$ cat src/verilog/sppu_pkg.sv
// Package of constants and types for the SRAM page pointer unit
package sppu_pkg;
	localparam int PAGE_W = 3;
	localparam int DATA_W = 32;
	localparam int ADDR_W = 8;
	localparam int NUM_SEL = 5;
	// Word indices of the selectors (byte address is four times the index)
	localparam logic [ADDR_W-1:0] IDX_GENERAL = 8'hd0;
	localparam logic [ADDR_W-1:0] IDX_STACK = 8'hd1;
	localparam logic [ADDR_W-1:0] IDX_INDEXED = 8'hd3;
	localparam logic [ADDR_W-1:0] IDX_BLOCK_READ = 8'hd4;
	localparam logic [ADDR_W-1:0] IDX_BLOCK_WRITE = 8'hd5;
	localparam logic [PAGE_W-1:0] PAGE_RESET = 3'h0;
	localparam int SEL_GENERAL = 0;
	localparam int SEL_STACK = 1;
	localparam int SEL_INDEXED = 2;
	localparam int SEL_BLOCK_READ = 3;
	localparam int SEL_BLOCK_WRITE = 4;
	// Access class presented by the core's address logic
	typedef enum logic [2:0]
	{
		CLASS_GENERAL,
		CLASS_STACK,
		CLASS_INDEXED,
		CLASS_BLOCK_READ,
		CLASS_BLOCK_WRITE
	} sppu_class_type;
endpackage

$ cat src/verilog/sppu_sel_if.sv
// Interface carrying the stored selectors and write strobes between modules
`timescale 1ns/1ps
interface sppu_sel_if;
	import sppu_pkg::*;
	logic [NUM_SEL-1:0] wr_en;
	logic [PAGE_W-1:0] wr_page;
	logic [NUM_SEL*PAGE_W-1:0] pages;
	modport ctrl (output wr_en, output wr_page, input pages);
	modport store (input wr_en, input wr_page, output pages);
endinterface

$ cat src/verilog/sppu_sel_bank.sv
// Bank of page selector flip-flops, one entry per selector
`timescale 1ns/1ps
module sppu_sel_bank
(
	input wire logic ref_clk,
	input wire logic resetn,
	sppu_sel_if.store sel
);
	import sppu_pkg::*;
	typedef struct packed
	{
		logic [NUM_SEL*PAGE_W-1:0] pages;
	} sppu_bank_type;
	sppu_bank_type state_q;
	sppu_bank_type state_d;
	// Load the addressed entry on its strobe
	always_comb
	begin
		state_d = state_q;
		for (int i = 0; i < NUM_SEL; i++)
		begin
			if (sel.wr_en[i])
				state_d.pages[i*PAGE_W +: PAGE_W] = sel.wr_page;
		end
	end
	// Every entry clears to page zero at reset
	always_ff @(posedge ref_clk or negedge resetn)
	begin
		if (!resetn)
			state_q <= '{pages: {NUM_SEL{PAGE_RESET}}};
		else
			state_q <= state_d;
	end
	assign sel.pages = state_q.pages;
	// Each entry takes the written page one edge after its strobe
	for (genvar g = 0; g < NUM_SEL; g++)
	begin : g_load_chk
		bank_load_a: assert property (@(posedge ref_clk) disable iff (!resetn)
			sel.wr_en[g] |=> state_q.pages[g*PAGE_W +: PAGE_W] == $past(sel.wr_page))
			else $error("selector entry missed its write");
	end
endmodule

$ cat src/verilog/sppu_page_map.sv
// Picks the page for one access class and applies the multi-page gate
`timescale 1ns/1ps
module sppu_page_map
(
	input wire logic [sppu_pkg::NUM_SEL*sppu_pkg::PAGE_W-1:0] pages,
	input wire sppu_pkg::sppu_class_type acc_class,
	input wire logic indexed_active,
	input wire logic multi_page,
	output logic [sppu_pkg::PAGE_W-1:0] page
);
	import sppu_pkg::*;
	logic [PAGE_W-1:0] pick;
	// Select the selector that serves the class
	always_comb
	begin
		pick = pages[SEL_GENERAL*PAGE_W +: PAGE_W];
		unique case (acc_class)
			CLASS_GENERAL: pick = pages[SEL_GENERAL*PAGE_W +: PAGE_W];
			CLASS_STACK: pick = pages[SEL_STACK*PAGE_W +: PAGE_W];
			CLASS_INDEXED:
			begin
				if (indexed_active)
					pick = pages[SEL_INDEXED*PAGE_W +: PAGE_W];
			end
			CLASS_BLOCK_READ: pick = pages[SEL_BLOCK_READ*PAGE_W +: PAGE_W];
			CLASS_BLOCK_WRITE: pick = pages[SEL_BLOCK_WRITE*PAGE_W +: PAGE_W];
			default: pick = pages[SEL_GENERAL*PAGE_W +: PAGE_W];
		endcase
	end
	// Single-page parts always see page zero; value is a plain binary page number
	assign page = multi_page ? pick : PAGE_RESET;
endmodule

$ cat src/verilog/sppu_top.sv
// Top of the SRAM page pointer unit with its Wishbone register slave
// How it works
// - Ordinary data accesses use the general page selector field.
// - Stack accesses use the stack page selector field.
// - Indexed accesses use the indexed selector while it is active.
// - Indirect move reads use the block-read page selector.
// - Indirect move writes use the block-write page selector.
// - Each three-bit field is a binary page number, zero to seven.
// - Selectors only steer addresses when more than one page exists.
`timescale 1ns/1ps
module sppu_top
#(
	parameter int NUM_PAGES = 8
)
(
	input wire logic ref_clk,
	input wire logic resetn,
	input wire logic wb_cyc_i,
	input wire logic wb_stb_i,
	input wire logic wb_we_i,
	input wire logic [sppu_pkg::ADDR_W+1:0] wb_adr_i,
	input wire logic [3:0] wb_sel_i,
	input wire logic [sppu_pkg::DATA_W-1:0] wb_dat_i,
	output logic [sppu_pkg::DATA_W-1:0] wb_dat_o,
	output logic wb_ack_o,
	input wire sppu_pkg::sppu_class_type acc_class,
	input wire logic indexed_active,
	output logic [sppu_pkg::PAGE_W-1:0] acc_page
);
	import sppu_pkg::*;
	// Page count must fit the three-bit field; refused at elaboration
	if (NUM_PAGES < 1 || NUM_PAGES > (1 << PAGE_W))
	begin : g_bad_pages
		$error("NUM_PAGES out of range");
	end
	localparam logic MULTI_PAGE = (NUM_PAGES > 1);
	// Word index of each selector slot, in slot order
	localparam logic [ADDR_W-1:0] SLOT_IDX [NUM_SEL] = '{IDX_GENERAL, IDX_STACK, IDX_INDEXED, IDX_BLOCK_READ,
		IDX_BLOCK_WRITE};
	typedef struct packed
	{
		logic ack;
		logic [DATA_W-1:0] rdata;
		logic [PAGE_W-1:0] page;
	} sppu_top_type;
	sppu_top_type state_q;
	sppu_top_type state_d;
	sppu_sel_if sel();
	logic [ADDR_W-1:0] word_idx;
	logic req;
	logic wr_req;
	logic rd_req;
	logic hit;
	int sel_idx;
	logic [PAGE_W-1:0] map_page;
	assign word_idx = wb_adr_i[ADDR_W+1:2];
	assign req = wb_cyc_i && wb_stb_i && !state_q.ack;
	// Taken writes and reads, watched by the checks below
	assign wr_req = req && wb_we_i;
	assign rd_req = req && !wb_we_i;
	// Decode the word index to a selector slot
	always_comb
	begin
		hit = 1'b1;
		sel_idx = SEL_GENERAL;
		unique case (word_idx)
			IDX_GENERAL: sel_idx = SEL_GENERAL;
			IDX_STACK: sel_idx = SEL_STACK;
			IDX_INDEXED: sel_idx = SEL_INDEXED;
			IDX_BLOCK_READ: sel_idx = SEL_BLOCK_READ;
			IDX_BLOCK_WRITE: sel_idx = SEL_BLOCK_WRITE;
			default: hit = 1'b0;
		endcase
	end
	// Write strobe for the addressed selector, low byte lane only; upper bits are dropped
	always_comb
	begin
		sel.wr_en = '0;
		if (req && wb_we_i && hit && wb_sel_i[0])
			sel.wr_en[sel_idx] = 1'b1;
	end
	assign sel.wr_page = wb_dat_i[PAGE_W-1:0];
	sppu_sel_bank u_bank
	(
		.ref_clk(ref_clk),
		.resetn(resetn),
		.sel(sel)
	);
	sppu_page_map u_map
	(
		.pages(sel.pages),
		.acc_class(acc_class),
		.indexed_active(indexed_active),
		.multi_page(MULTI_PAGE),
		.page(map_page)
	);
	// One-cycle ack; reads return the field, upper bits zero, unmapped reads zero
	always_comb
	begin
		state_d = state_q;
		state_d.ack = req;
		state_d.page = map_page;
		if (req && !wb_we_i)
		begin
			state_d.rdata = '0;
			if (hit)
				state_d.rdata[PAGE_W-1:0] = sel.pages[sel_idx*PAGE_W +: PAGE_W];
		end
	end
	always_ff @(posedge ref_clk or negedge resetn)
	begin
		if (!resetn)
			state_q <= '0;
		else
			state_q <= state_d;
	end
	assign wb_ack_o = state_q.ack;
	assign wb_dat_o = state_q.rdata;
	assign acc_page = state_q.page;
	// Request answered on the next edge
	bus_ack_a: assert property (@(posedge ref_clk) disable iff (!resetn)
		req |=> wb_ack_o)
		else $error("request not acknowledged in one cycle");
	// No ack without a request the edge before
	ack_cause_a: assert property (@(posedge ref_clk) disable iff (!resetn)
		!req |=> !wb_ack_o)
		else $error("ack without a request");
	// Ack never stands two cycles
	ack_single_a: assert property (@(posedge ref_clk) disable iff (!resetn)
		wb_ack_o |=> !wb_ack_o)
		else $error("ack held too long");
	// Read data upper bits stay zero
	rd_upper_a: assert property (@(posedge ref_clk) disable iff (!resetn)
		wb_ack_o |-> wb_dat_o[DATA_W-1:PAGE_W] == '0)
		else $error("upper read bits not zero");
	// Read data stands until the next read
	rd_hold_a: assert property (@(posedge ref_clk) disable iff (!resetn)
		!rd_req |=> $stable(wb_dat_o))
		else $error("read data changed without a read");
	// Unmapped words read zero and store nothing
	rd_unmapped_a: assert property (@(posedge ref_clk) disable iff (!resetn)
		(rd_req && !hit) |=> wb_dat_o == '0)
		else $error("unmapped read not zero");
	wr_unmapped_a: assert property (@(posedge ref_clk) disable iff (!resetn)
		(wr_req && !hit) |=> $stable(sel.pages))
		else $error("unmapped write changed a selector");
	// Writes without the low byte lane store nothing
	lane_gate_a: assert property (@(posedge ref_clk) disable iff (!resetn)
		(wr_req && !wb_sel_i[0]) |=> $stable(sel.pages))
		else $error("write without low lane changed a selector");
	// Per selector: a write lands, nothing else moves it, a read returns it
	for (genvar g = 0; g < NUM_SEL; g++)
	begin : g_slot_chk
		slot_write_a: assert property (@(posedge ref_clk) disable iff (!resetn)
			(wr_req && wb_sel_i[0] && word_idx == SLOT_IDX[g])
			|=> sel.pages[g*PAGE_W +: PAGE_W] == $past(wb_dat_i[PAGE_W-1:0]))
			else $error("selector write did not land");
		slot_hold_a: assert property (@(posedge ref_clk) disable iff (!resetn)
			!(wr_req && wb_sel_i[0] && word_idx == SLOT_IDX[g]) |=> $stable(sel.pages[g*PAGE_W +: PAGE_W]))
			else $error("selector changed without its write");
		slot_read_a: assert property (@(posedge ref_clk) disable iff (!resetn)
			(rd_req && word_idx == SLOT_IDX[g]) |=> wb_dat_o == DATA_W'($past(sel.pages[g*PAGE_W +: PAGE_W])))
			else $error("selector read back wrong");
	end
	// Stack class follows its selector
	stack_page_a: assert property (@(posedge ref_clk) disable iff (!resetn)
		(acc_class == CLASS_STACK && MULTI_PAGE) |=> acc_page == $past(sel.pages[SEL_STACK*PAGE_W +: PAGE_W]))
		else $error("stack page wrong");
	// General class follows its selector
	gen_page_a: assert property (@(posedge ref_clk) disable iff (!resetn)
		(acc_class == CLASS_GENERAL && MULTI_PAGE) |=> acc_page == $past(sel.pages[SEL_GENERAL*PAGE_W +: PAGE_W]))
		else $error("general page wrong");
	// Active indexed class follows its selector
	idx_page_a: assert property (@(posedge ref_clk) disable iff (!resetn)
		(acc_class == CLASS_INDEXED && indexed_active && MULTI_PAGE)
		|=> acc_page == $past(sel.pages[SEL_INDEXED*PAGE_W +: PAGE_W]))
		else $error("indexed page wrong");
	// Inactive indexed class falls back to the general selector
	idx_fallback_a: assert property (@(posedge ref_clk) disable iff (!resetn)
		(acc_class == CLASS_INDEXED && !indexed_active && MULTI_PAGE)
		|=> acc_page == $past(sel.pages[SEL_GENERAL*PAGE_W +: PAGE_W]))
		else $error("inactive indexed page wrong");
	// Block read and write classes follow their selectors
	mvr_page_a: assert property (@(posedge ref_clk) disable iff (!resetn)
		(acc_class == CLASS_BLOCK_READ && MULTI_PAGE) |=> acc_page == $past(sel.pages[SEL_BLOCK_READ*PAGE_W +: PAGE_W]))
		else $error("block read page wrong");
	mvw_page_a: assert property (@(posedge ref_clk) disable iff (!resetn)
		(acc_class == CLASS_BLOCK_WRITE && MULTI_PAGE)
		|=> acc_page == $past(sel.pages[SEL_BLOCK_WRITE*PAGE_W +: PAGE_W]))
		else $error("block write page wrong");
	// Single-page parts see page zero
	single_page_a: assert property (@(posedge ref_clk) disable iff (!resetn)
		!MULTI_PAGE |-> acc_page == PAGE_RESET)
		else $error("page used on single-page part");
endmodule

$ cat config.mk
export PLATFORM = sky130hd
export DESIGN_NAME = sppu_top
export DESIGN_NICKNAME = d
export VERILOG_FILES = /design/src/verilog/sppu_pkg.sv /design/src/verilog/sppu_sel_if.sv /design/src/verilog/sppu_sel_bank.sv /design/src/verilog/sppu_page_map.sv /design/src/verilog/sppu_top.sv
export SDC_FILE = /design/constraint.sdc
export NUM_CORES = 1
export LEC_CHECK = 0
export BUFFER_PORTS_ARGS = -buffer_cell sky130_fd_sc_hd__buf_2
export CORE_AREA = 2 2 81 83
export DETAILED_ROUTE_END_ITERATION = 6
export DIE_AREA = 0 0 83 85
export HOLD_SLACK_MARGIN = 0.1
export MAX_ROUTING_LAYER = met4
export SLEW_MARGIN = 0
export SYNTH_ARGS = -nofsm -noshare
export SYNTH_HDL_FRONTEND = slang
export SYNTH_SLANG_ARGS = --single-unit
$ cat constraint.sdc
create_clock -name ref_clk -period 5.1 [get_ports ref_clk]
set_input_delay 0.255 -clock ref_clk [delete_from_list [all_inputs] [get_ports ref_clk]]
set_output_delay 0.255 -clock ref_clk [all_outputs]
set_load 0.02 [all_outputs]
* After elaboration in Yosys (flattened, before gate mapping)
Index checks and enable logic that the tools add are counted.
** Word-level totals
- Bits in registers :: 22
- Input port bits :: 55
- Output and inout port bits :: 36
- Logic and storage cells :: 39
** Cells by class
- $mul :: 1
- Order comparisons :: 2
- Equal/unequal tests :: 9
- Shift-type cells :: 1
- Multiplexer cells :: 8
- Reductions and logical operators :: 10
** Operator list (number)
- $eq 8x8->1 const B :: 5
- $ge 32x1->1 const B :: 1
- $lt 32x5->1 const B :: 1
- $mul 32x3->32 const B :: 1
- $shiftx 15x32->3 :: 1
- $pmux 3 s4 :: 2
- $logic_and 1x1->1 :: 7
- $eq 3x2->1 const B :: 2
- $mux 3 :: 2
- $mux 5 :: 1
- $reduce_or 5->1 :: 1
- $demux 1 s3 :: 1
- $eq 3x1->1 const B :: 1
- $eq 3x3->1 const B :: 1
- $logic_not 1->1 :: 2
- $mux 1 :: 2

* Depth between registers and ports, before layout
Gate-level depths: netlist of the first run.
- Word-level depth :: 7
- Depth in mapped cells :: 14
- Depth with buffers taken out :: 13

* Modules after synthesis
From an unflattened synthesis of the first run, not the netlist that was laid out.
** Unflattened totals
- Cell total of the unflattened synthesis :: 192
- Area, all modules :: 1880.6 µm²
** Modules (own cells, without submodules)
- sppu_top :: times used 1, cells an instance 133, area each 1168.6 µm², seq. area each 175.2 µm²
- sppu_sel_bank :: times used 1, cells an instance 30, area each 544.3 µm², seq. area each 375.4 µm²
- sppu_page_map :: times used 1, cells an instance 29, area each 167.7 µm², seq. area each 0.0 µm²

* Worst setup path after synthesis of the first run
Ideal clock, no wire load.
- Path type :: input -> register
- Start :: input wb_adr_i[2] in the netlist's numbering
- End :: register state_q, in the netlist wb_dat_o[0]
- Setup time :: 0.131 ns
- Data arrival time :: 2.889 ns
- Data required time :: 4.969 ns
- Path slack :: 2.080 ns
- Cell stages on the path :: 12
- Buffers on the path :: 3
- Cell sequence :: buf_4 xnor2_1 nor4_4 buf_2 ha_1 clkbuf_1 nand2b_1 nor2_1 mux2i_1 and4_1 a22o_1 or3_1
** Between the ends
- Longest elaborated chain between the ends :: 5
- Elaborated cells on any way between the ends :: 11
- Those cells by class :: 1 x mul; 5 x eq/ne; 1 x shift; 3 x mux; 1 x reduce/logical
** RTL lines
- start, declared :: line sppu_top.sv:21 : input wire logic [sppu_pkg::ADDR_W+1:0] wb_adr_i,
- $eq 8x8->1 :: line sppu_top.sv:66 : unique case (word_idx)
- $pmux 3 s4 :: line sppu_top.sv:66
- $mul 32x3->32 :: line sppu_top.sv:107 : state_d.rdata[PAGE_W-1:0] = sel.pages[sel_idx*PAGE_W +: PAGE_W];
- $shiftx 15x32->3 :: line sppu_top.sv:107
- $mux 3 (*) :: line sppu_top.sv:106 : if (hit)
- end signal, assigned :: line sppu_top.sv:115 : state_q <= state_d;
- end, declared :: line sppu_top.sv:46 : sppu_top_type state_q;
Every way passes the cells marked *; elsewhere a longest branch is shown, timed or not.
A chain may end at the register's enable or synchronous reset.

* Worst setup path in the final report of the first run
- Start :: input wb_adr_i[5] in the netlist's numbering
- End :: register state_q, in the netlist wb_dat_o[0]
The elaborated chain is that of the path after synthesis.

==> results of run 1 <==
-- where the power goes --
part           internal [W]  switching [W]
combinational     0.0000139      0.0000396
sequential         0.000176     0.00000126
clock              0.000105      0.0000571
total              0.000294      0.0000979
-- final timing paths --
check,to,slack [ns],start
hold / removal,wb_ack_o,0.24,wb_stb_i
min in group asynchronous,u_bank.sel.pages[2],0.49,resetn
max in group asynchronous,acc_page[1],4.26,resetn
setup reg to reg,wb_dat_o[0],2.91,wb_ack_o
hold reg to reg,wb_ack_o,0.46,wb_ack_o
setup / recovery,wb_dat_o[0],2.21,wb_adr_i[5]
-- timing repair --
action                    4_1_cts  5_1_grt
hold endpoints to repair       22        0
hold buffers                    1        0
gates resized for setup         0        0
buffers inserted                0        0
-- worst reg2reg max path: stages (launching register included) --
cell and delay, ns:
sky130_fd_sc_hd__dfrtp_1 0.39, sky130_fd_sc_hd__or3_1 0.46, sky130_fd_sc_hd__nor4_1 0.64, sky130_fd_sc_hd__o2111ai_1 0.27
sky130_fd_sc_hd__a211oi_1 0.24, sky130_fd_sc_hd__or3_1 0.14
-- through the flow --
stage	area, sq um	instances
2_1_floorplan	1900	215
3_3_place_gp	1890	284
3_5_place_dp	1890	284
4_1_cts	1970	289
5_1_grt	1970	289
6_report	1970	289
-- cell type report --
type | instances | area, sq um | share of cell area (%)
Clock buffer | 3 | 41.3 | 2.10
Inverter | 7 | 26.3 | 1.34
Sequential cell | 22 | 551 | 28.0
Clock inverter | 1 | 30.0 | 1.53
Timing Repair Buffer | 29 | 153 | 7.76
Multi-Input combinational cell | 150 | 1070 | 54.4
Tap cell | 77 | 96.3 | 4.90
-- flip-flops by register name, summed over array words and instances, names as in the netlist --
register,flops
acc_page,3
u_bank.sel.pages,15
wb_ack_o,1
wb_dat_o,3
-- placed cells by master, fill, tap and decap left out, drive strengths merged, types with 2 or more instances in the layout --
master	instances
mux2i	10
ha	8
nor3b	2
a221o	2
nand3	2
nor2b	2
a211oi	6
buf	28
a21oi	4
nor2	12
mux2	16
o31ai	2
conb	29
inv	7
nand2b	4
nand2	17
dfrtp	22
nand4	3
clkbuf	3
o21ai	4
nor3	5
nor4	3
or3	3
mux4	4
-- layer usage --
metal | part of all wire [%] | routed length [microns] | vias to the layer above | GRT usage (%)
met3 | 7.2 | 255 | 2 | 2.24
met1 | 45 | 1610 | 629 | 13.6
li1 | - | - | 661 | -
met5 | 0 | 0 | - | -
met4 | 0.22 | 8 | 0 | 0.447
met2 | 47 | 1680 | 53 | 16.3
-- cells by family (layout without fill, tap and decap cells) --
kind of cell	count (synthesis)	after routing	synth area share, %
AND/OR/NAND/NOR	56	56	16.2
adder cells (fa/ha/maj)	8	8	5.58
XOR/XNOR	2	2	0.976
other	1	29	0.209
flip-flops	22	22	30.7
multiplexers	30	30	20.9
buffers and inverters	43	40	15.6
AO/OA/AOI/OAI	25	25	9.90
==> flow_summary_export.csv, run 1 <==
group,metric,value,unit
cts,cts_inserted_buffers,3,
worst_setup_path,critical_path.n_buffers_inverters,1,
outcome,run_status,"complete, no violations",
placed_design,detailedPlacementHpwl,2860,microns
sta,worst_clk_skew,0.00102,ns
cells_and_area,layout-drive-gt1-share,24.5,%
worst_setup_path,critical_path_depth,12,
cts,clock_tree.root_cell,"sky130_fd_sc_hd__clkbuf_8",
logic_synthesis,post-synth-top-area-cell,"sky130_fd_sc_hd__dfrtp_1",
placed_design,routabilityCongestion,0.819,
job,cap_viol_max_count,0,
logic_synthesis,synthDominantCellAreaShare,30.7,%
cells_and_area,post_route_core_utilization,31.7,%
cells_and_area,flow.area_growth_from_synthesis,9.62,%
route,route.vias.total,1345,
cells_and_area,n_antenna_cell,0,
logic_synthesis,yosys_warnings,0,
cts,cts.path.max_buffers,2,
global_routing,first_pass_grt_wire_length,5720,microns
power_and_ir_drop,total_power_per_unit_cell_area,199,nW/um^2
worst_setup_path,endpoint_type_of_the_worst_setup_path,"register",
worst_setup_path,ff2ff_path_depth,5,
logic_synthesis,most_common_cell_in_the_synthesized_netlist,"sky130_fd_sc_hd__buf_4",
floorplan,floorplan.initialDensity,28.9,%
logic_synthesis,postSynthAreaPerCell,9.59,sq um
global_routing,antenna_found_initial,0,
cts,clkLatencyLatePin,0.26,ns
floorplan,design.portCount,91,
logic_synthesis,ys_top_cells_by_count,"31 x sky130_fd_sc_hd__buf_4, 22 x sky130_fd_sc_hd__dfrtp_1, 17 x sky130_fd_sc_hd__nand2_1, 16 x sky130_fd_sc_hd__mux2_2, 12 x sky130_fd_sc_hd__nor2_1",
route,drt.antenna.violating_nets,0,
logic_synthesis,synth_top_cells_by_area,"sky130_fd_sc_hd__dfrtp_1 31%, sky130_fd_sc_hd__buf_4 13%, sky130_fd_sc_hd__mux2_2 10%, sky130_fd_sc_hd__ha_1 5.6%, sky130_fd_sc_hd__mux2i_1 5.6%",
logic_synthesis,postSynth.asyncResetShare,100,%
cts,numClockSinks,22,
worst_setup_path,slowest_delay,0.55,ns
sta,timing.final.max_slew_violations,0,
logic_synthesis,ys_seq_elements,22,
worst_setup_path,cpMaxStageDelayCell,"sky130_fd_sc_hd__nor4_1",
min_path,worst_hold_path_type,"in2reg",
floorplan,dieHeight,85,microns
worst_setup_path,worst_setup_path_start_kind,"input port",
floorplan,fp.dieArea,7060,sq um
cells_and_area,fillerInstances,655,
power_and_ir_drop,cellLeakagePower,0.958,nW
sta,fmax,347,MHz
sta,worst_hold_slack,0.236,ns
sta,final.min_clock_period,2.89,ns
worst_setup_path,crit_chain,"buf_2 > nand3b_1 > nor3_1 > nand3_1 > ha_1 > ha_1 > ha_1 > a211o_1 > nor4_1 > o2111ai_1 > a211oi_1 > or3_1",
worst_setup_path,critical_path_required,5.30,ns
sta,timing.final.crit_share,56.6,%
sta,timing.final.ws_setup,2.21,ns
cts,worst_setup_hold_path_clk_slew,0.08,ns
cells_and_area,layout.nets,276,
logic_synthesis,netlist-cell-type-count,39,
floorplan,die-width,83,microns
floorplan,core_area,6200,sq um
worst_setup_path,class_of_the_most_critical_setup_path,"in2reg",
worst_setup_path,worst_path_dominant_cell_family,"simple AND/OR/NAND/NOR gates",
sta,relSlewSlack,51.6,%
cts,cts_htree_levels,1,
worst_setup_path,crit_fanout,5,
power_and_ir_drop,vdd_ir_drop_max,0.0885,mV
power_and_ir_drop,total_power,0.000392,W
logic_synthesis,netlist_area,1790,sq um
route,vias_per_cell,4.65,
logic_synthesis,synth_flop_cell,"sky130_fd_sc_hd__dfrtp_1",
logic_synthesis,synth-edff-count,0,
sta,rsz0062_at_grt,"no",
route,drt-wirelength-per-cell,12.3,microns
cts,tritoncts_clock_tree,"done",
route,remaining_drc_errors,0,
sta,worst_slew_pin_slew,0.719,ns
sta,hold_viol,0,
global_routing,globalRouteOverflowTotal,0,
global_routing,grt_util_all_layers,10.0,%
placed_design,pre_cts_ws,1.97,ns
floorplan,rows,29,
route,dr.first_iter.drc_count,97,
sta,finalSetupViolations,0,
route,drt_wl_total,3560,microns
global_routing,grt_pass1_vias,1195,
logic_synthesis,post_synth_inst_count,187,
global_routing,grt_max_degree,23,
route,drt_pass1_iterations,4,
worst_setup_path,crit_arrival,3.09,ns
min_path,whs_path_depth,3,
logic_synthesis,yosysSeqAreaShare,30.7,%
sta,tns,0,ns
placed_design,numPortBuffers,27,
worst_setup_path,cp_most_frequent_cell,"sky130_fd_sc_hd__ha_1",
(Power assumes the default switching activity.)
==> run 2, diff against run 1 <==
==> constraint.sdc (replaced) <==
create_clock -name ref_clk -period 2.45 [get_ports ref_clk]
set_input_delay 0.1225 -clock ref_clk [delete_from_list [all_inputs] [get_ports ref_clk]]
set_output_delay 0.1225 -clock ref_clk [all_outputs]
set_load 0.02 [all_outputs]
==> run 2 against run 1 <==
Effect of this change: wire length rose by 7.1%; die area unchanged; combinational power is 130% higher; clock skew grew 0.0015 ns; worst setup slack got worse by 1.9 ns; clock-buffer cell count unchanged; via count increased by 4.3%; sequential cell count stayed put; largest power group unchanged; highest routed layer unchanged.
==> flow_summary_export.csv, run 2 (same netlist as run 1, synthesis figures left out) <==
group,metric,value,unit
outcome,run_status,"complete, no violations",
worst_setup_path,endpoint_type_of_the_worst_setup_path,"register",
global_routing,first_pass_grt_wire_length,6290,microns
floorplan,core_area,6200,sq um
cts,tritoncts_clock_tree,"done",
cells_and_area,regArea,551,sq um
sta,relSlewSlack,63.8,%
route,drt_pass1_iterations,4,
worst_setup_path,critical_path_required,2.66,ns
cells_and_area,largest_reg_flops,15,
cts,cts_inserted_buffers,3,
cells_and_area,flow.area_growth_from_synthesis,18.3,%
floorplan,fp.dieArea,7060,sq um
job,cap_viol_max_count,0,
cts,numClockSinks,22,
min_path,worst_hold_path_type,"in2reg",
cells_and_area,n_antenna_cell,0,
worst_setup_path,crit_arrival,2.38,ns
floorplan,dieHeight,85,microns
cells_and_area,layout_commonest_cell,"sky130_fd_sc_hd__conb_1",
cts,worst_setup_hold_path_clk_slew,0.08,ns
placed_design,routabilityCongestion,0.812,
sta,timing.final.max_slew_violations,0,
power_and_ir_drop,cellLeakagePower,1.03,nW
cells_and_area,layout-drive-gt1-share,30.8,%
floorplan,design.portCount,91,
route,dr.first_iter.drc_count,81,
cells_and_area,fillerInstances,634,
global_routing,grt_max_degree,23,
cells_and_area,post_route_core_utilization,34.2,%
sta,rsz0062_at_grt,"no",
floorplan,die-width,83,microns
global_routing,globalRouteOverflowTotal,0,
sta,timing.final.crit_share,88.6,%
worst_setup_path,crit_fanout,3,
cells_and_area,multi_input_gate_area,1110,sq um
power_and_ir_drop,total_power_per_unit_cell_area,395,nW/um^2
sta,final.min_clock_period,2.17,ns
cts,clkLatencyLatePin,0.27,ns
sta,worst_clk_skew,0.00252,ns
sta,worst_slew_pin_slew,0.539,ns
placed_design,numPortBuffers,27,
global_routing,antenna_found_initial,0,
route,drt.antenna.violating_nets,0,
power_and_ir_drop,vdd_ir_drop_max,0.194,mV
worst_setup_path,worst_setup_path_start_kind,"input port",
route,drt_wl_total,3810,microns
cells_and_area,layout.cells.most_common_list,"29 x sky130_fd_sc_hd__conb_1, 27 x sky130_fd_sc_hd__buf_2, 22 x sky130_fd_sc_hd__dfrtp_1, 17 x sky130_fd_sc_hd__nand2_1, 16 x sky130_fd_sc_hd__mux2_2",
cts,clock_tree.root_cell,"sky130_fd_sc_hd__clkbuf_8",
sta,hold_viol,0,
global_routing,grt_pass1_vias,1279,
route,remaining_drc_errors,0,
route,route.vias.total,1403,
cells_and_area,layout.nets,291,
sta,finalSetupViolations,0,
cts,cts.path.max_buffers,2,
placed_design,detailedPlacementHpwl,3120,microns
sta,fmax,461,MHz
route,drt-wirelength-per-cell,12.5,microns
cts,post-cts-setup-buffer-count,0,
cts,cts_htree_levels,1,
global_routing,grt_util_all_layers,11.3,%
power_and_ir_drop,total_power,0.000838,W
floorplan,floorplan.initialDensity,28.9,%
route,vias_per_cell,4.62,
worst_setup_path,class_of_the_most_critical_setup_path,"in2reg",
floorplan,rows,29,
==> run 2: final cells by class <==
cell class / count / area share, %
sequential: 22 / 25.9
clock buffer: 3 / 1.94
inverter: 7 / 1.24
multi-input combinational: 150 / 52.3
clock inverter: 1 / 1.41
tap: 77 / 4.54
timing repair buffer: 44 / 12.6
==> run 2: worst paths after layout <==
kind	startpoint	to	slack [ns]	cells past startpoint
worst max-delay path	wb_adr_i[7]	wb_dat_o[0]	0.28	12
worst min-delay path	wb_cyc_i	wb_ack_o	0.10	3
worst max register to register	wb_ack_o	u_bank.sel.pages[8]	0.66	5
worst min register to register	wb_ack_o	wb_ack_o	0.45	1
max in group asynchronous	resetn	wb_ack_o	1.76	2
min in group asynchronous	resetn	u_bank.sel.pages[2]	0.35	2
==> run 2: repair_timing <==
item | CTS | global route
endpoints found under the hold margin | 23 | 0
hold buffers | 2 | 0
gates resized for setup | 0 | 2
endpoints found under the setup margin | 0 | 1
==> run 2: where the power goes <==
group          internal, W  total, W  switching, W
Sequential        0.000366  0.000369    0.00000301
Combinational    0.0000354  0.000121     0.0000853
Clock             0.000218  0.000348      0.000130
==> run 2: through the flow <==
stage          hold WS, ns  worst slack (ns)  TNS [ns]  area (sq um)  instances
2_1_floorplan       -0.173           -0.0939   -0.0939          1940        215
3_3_place_gp         0.118           -0.0305   -0.0305          2020        298
3_5_place_dp         0.123           -0.0715   -0.0715          2020        298
4_1_cts              0.101             0.198         0          2110        304
5_1_grt              0.122            0.0514         0          2120        304
6_report             0.101             0.279         0          2120        304
==> run 2: routing by layer <==
metal	global-route usage [%]	vias to the layer above	share of wire, %
met3	2.53	2	4.7
met1	13.9	669	46
met5	-	-	0
met4	0.894	0	0.11
met2	19.7	42	49
li1	-	690	-
==> run 2: critical path, cell delays in order <==
cell	delay [ns]
sky130_fd_sc_hd__buf_2	0.09
sky130_fd_sc_hd__nand2b_1	0.17
sky130_fd_sc_hd__nor3_1	0.18
sky130_fd_sc_hd__nand3_1	0.12
sky130_fd_sc_hd__ha_1	0.30
sky130_fd_sc_hd__ha_1	0.20
sky130_fd_sc_hd__ha_1	0.17
sky130_fd_sc_hd__a211o_1	0.27
sky130_fd_sc_hd__nor4_4	0.20
sky130_fd_sc_hd__o2111ai_2	0.20
sky130_fd_sc_hd__a211oi_1	0.21
sky130_fd_sc_hd__or3_1	0.14
==> run 3, diff against run 2 <==
--- a/config.mk
+++ b/config.mk
@@ -5,6 +5,7 @@
 export SDC_FILE = /design/constraint.sdc
 export NUM_CORES = 1
 export LEC_CHECK = 0
+export ABC_AREA = 1
 export BUFFER_PORTS_ARGS = -buffer_cell sky130_fd_sc_hd__buf_2
 export CORE_AREA = 2 2 81 83
 export DETAILED_ROUTE_END_ITERATION = 6
==> run 3 against run 2 <==
Effect of this change: sequential cell count unchanged; first-iteration DRC count up 96%; sequential power about the same; cell count up 24%; worst setup slack better by 0.14 ns; area after synthesis up 1.1%; register-to-register slack better by 0.42 ns; clock power about the same; non-clock buffer count down 6; wire length up 6.3%; power up 1.1%; critical path type unchanged; largest power group unchanged.
==> flow_summary_export.csv, run 3 <==
group,metric,value,unit
floorplan,dieHeight,85,microns
cells_and_area,flow.area_growth_from_synthesis,14.6,%
logic_synthesis,yosysSeqAreaShare,30.3,%
floorplan,die-width,83,microns
power_and_ir_drop,total_power,0.000847,W
cells_and_area,layout.cells.most_common_list,"64 x sky130_fd_sc_hd__nand2_1, 47 x sky130_fd_sc_hd__nand3_1, 32 x sky130_fd_sc_hd__inv_1, 29 x sky130_fd_sc_hd__conb_1, 27 x sky130_fd_sc_hd__buf_2",
sta,tns,0,ns
logic_synthesis,postSynth.asyncResetShare,100,%
placed_design,numPortBuffers,27,
cts,clkLatencyLatePin,0.27,ns
cells_and_area,layout.nets,363,
worst_setup_path,crit_chain,"dlygate4sd3_1 > buf_2 > nand2_1 > dlygate4sd3_1 > nor2_1 > nand3_1 > and2b_4 > nand2_2 > nor2_4 > nand2_1 > o21ai_0",
global_routing,grt_max_degree,23,
route,dr.first_iter.drc_count,159,
worst_setup_path,cpMaxStageDelayCell,"sky130_fd_sc_hd__dlygate4sd3_1",
floorplan,design.portCount,91,
cts,post-cts-setup-buffer-count,0,
cts,clock_tree.root_cell,"sky130_fd_sc_hd__clkbuf_8",
floorplan,floorplan.initialDensity,29.2,%
worst_setup_path,critical_path_depth,11,
cells_and_area,fillerInstances,654,
route,drt_pass1_iterations,4,
worst_setup_path,endpoint_type_of_the_worst_setup_path,"register",
sta,worst_hold_slack,0.160,ns
placed_design,detailedPlacementHpwl,3290,microns
route,drt-wirelength-per-cell,10.8,microns
logic_synthesis,netlist_area,1810,sq um
sta,timing.final.crit_share,82.8,%
outcome,run_status,"complete, no violations",
cts,numClockSinks,22,
min_path,whs_path_depth,3,
global_routing,first_pass_grt_wire_length,7110,microns
placed_design,pre_cts_ws,0.206,ns
route,drt.antenna.violating_nets,0,
global_routing,antenna_found_initial,0,
cells_and_area,largest_reg_flops,15,
route,vias_per_cell,4.55,
logic_synthesis,post-synth-top-area-cell,"sky130_fd_sc_hd__dfrtp_1",
placed_design,routabilityCongestion,0.913,
global_routing,grt_pass1_vias,1580,
floorplan,rows,29,
logic_synthesis,ys_seq_elements,22,
worst_setup_path,critical_path.n_buffers_inverters,3,
worst_setup_path,crit_arrival,2.22,ns
floorplan,core_area,6200,sq um
logic_synthesis,yosys_warnings,0,
cts,cts_htree_levels,1,
logic_synthesis,synth_flop_cell,"sky130_fd_sc_hd__dfrtp_1",
floorplan,fp.dieArea,7060,sq um
sta,finalSetupViolations,0,
logic_synthesis,ys_top_cells_by_count,"64 x sky130_fd_sc_hd__nand2_1, 47 x sky130_fd_sc_hd__nand3_1, 32 x sky130_fd_sc_hd__inv_1, 29 x sky130_fd_sc_hd__buf_4, 22 x sky130_fd_sc_hd__dfrtp_1",
logic_synthesis,synth_top_cells_by_area,"sky130_fd_sc_hd__dfrtp_1 30%, sky130_fd_sc_hd__nand2_1 13%, sky130_fd_sc_hd__nand3_1 13%, sky130_fd_sc_hd__buf_4 12%, sky130_fd_sc_hd__inv_1 6.6%",
worst_setup_path,ff2ff_path_depth,7,
cts,tritoncts_clock_tree,"done",
worst_setup_path,class_of_the_most_critical_setup_path,"in2reg",
job,cap_viol_max_count,0,
cts,cts.path.max_buffers,2,
min_path,worst_hold_path_type,"in2reg",
sta,timing.final.ws_setup,0.421,ns
sta,fmax,493,MHz
global_routing,globalRouteOverflowTotal,0,
logic_synthesis,synth-edff-count,0,
cells_and_area,layout_commonest_cell,"sky130_fd_sc_hd__nand2_1",
worst_setup_path,critical_path_required,2.64,ns
sta,worst_slew_pin_slew,0.507,ns
cts,worst_setup_hold_path_clk_slew,0.09,ns
global_routing,grt_util_all_layers,12.2,%
logic_synthesis,post_synth_inst_count,263,
cts,cts_inserted_buffers,3,
logic_synthesis,netlist-cell-type-count,28,
sta,worst_clk_skew,0.00465,ns
worst_setup_path,worst_path_dominant_cell_family,"buffers and inverters",
logic_synthesis,most_common_cell_in_the_synthesized_netlist,"sky130_fd_sc_hd__nand2_1",
cells_and_area,layout-drive-gt1-share,15.1,%
sta,rsz0062_at_grt,"no",
sta,hold_viol,0,
route,remaining_drc_errors,0,
sta,timing.final.max_slew_violations,0,
worst_setup_path,crit_fanout,6,
cells_and_area,final_cell_count_no_fill,376,
route,drt_wl_total,4050,microns
sta,final.min_clock_period,2.03,ns
sta,relSlewSlack,66.2,%
placed_design,dpl.cell_count,366,
power_and_ir_drop,total_power_per_unit_cell_area,408,nW/um^2
logic_synthesis,synthDominantCellAreaShare,30.3,%
cells_and_area,n_antenna_cell,0,
worst_setup_path,slowest_delay,0.55,ns
route,route.vias.total,1709,
power_and_ir_drop,cellLeakagePower,1.11,nW
power_and_ir_drop,vdd_ir_drop_max,0.217,mV
logic_synthesis,postSynthAreaPerCell,6.90,sq um
worst_setup_path,worst_setup_path_start_kind,"input port",
==> run 3: cell count changes after synthesis, moves of 6 or more <==
cell	delta
sky130_fd_sc_hd__a211oi_1	-6
sky130_fd_sc_hd__inv_1	+25
sky130_fd_sc_hd__o21ai_1	+10
sky130_fd_sc_hd__nand2_1	+47
sky130_fd_sc_hd__mux2i_1	-10
sky130_fd_sc_hd__mux2_2	-16
sky130_fd_sc_hd__o21ai_0	+6
sky130_fd_sc_hd__nand3_1	+45
==> run 3: tightest hold or removal path: cells and delay by family <==
| kind | cells | cell delay, ns |
|---|---|---|
| compound gates | 1 | 0.09 |
| simple gates | 1 | 0.07 |
| buf+inv | 1 | 0.10 |
==> run 3: area by class of cell <==
cell class / count / area, sq um / share of cell area (%)
Clock buffer: 3 / 41.3 / 1.99
Inverter: 34 / 128 / 6.14
Timing Repair Buffer: 38 / 233 / 11.2
Clock inverter: 1 / 30.0 / 1.44
Sequential cell: 22 / 551 / 26.5
Tap cell: 77 / 96.3 / 4.64
Multi-Input combinational cell: 201 / 1000 / 48.1
==> run 3: path summary, 6_finish.rpt <==
kind / from / to / slack, ns
hold reg to reg: wb_ack_o / wb_ack_o / 0.45
hold / removal: acc_class[1] / acc_page[2] / 0.16
setup reg to reg: wb_ack_o / u_bank.sel.pages[13] / 1.08
min in group asynchronous: resetn / wb_ack_o / 0.35
setup / recovery: wb_stb_i / u_bank.sel.pages[13] / 0.42
max in group asynchronous: resetn / u_bank.sel.pages[0] / 1.74
==> run 3: logic make-up after synthesis <==
logic type	synth area share (%)
other cells	0.207
fa+ha+maj	5.52
compound gates	9.52
simple gates	34.1
flops	30.3
buf+inv	20.3
==> run 3: report_power, final <==
| group | internal, W | switching (W) | leakage [nW] |
|---|---|---|---|
| logic | 0.0000364 | 0.0000926 | 0.784 |
| clock network | 0.000218 | 0.000130 | 0.0357 |
| registers | 0.000367 | 0.00000248 | 0.289 |
| total | 0.000622 | 0.000225 | 1.11 |
==> run 3: repair_timing <==
action / CTS / global route
endpoints found under the hold margin: 26 / 0
resized for setup: 0 / 0
hold buffers: 6 / 0
==> run 3: metal layers <==
metal	track usage (%)	share of wire, %	up-vias	routed length (microns)
met1	15.4	46	766	1860
met2	20.5	47	67	1920
met5	-	0	-	0
met3	2.82	5.3	7	215
met4	1.94	1.3	0	52
li1	-	-	869	-
==> run 3: per-stage QoR <==
| step | cell area [sq um] | util [%] |
|---|---|---|
| floorplan | 1920 | - |
| global placement | 1950 | 31.4 |
| detailed placement | 1950 | 31.4 |
| CTS | 2080 | 33.5 |
| global route | 2080 | 33.5 |
| finish | 2080 | 33.5 |
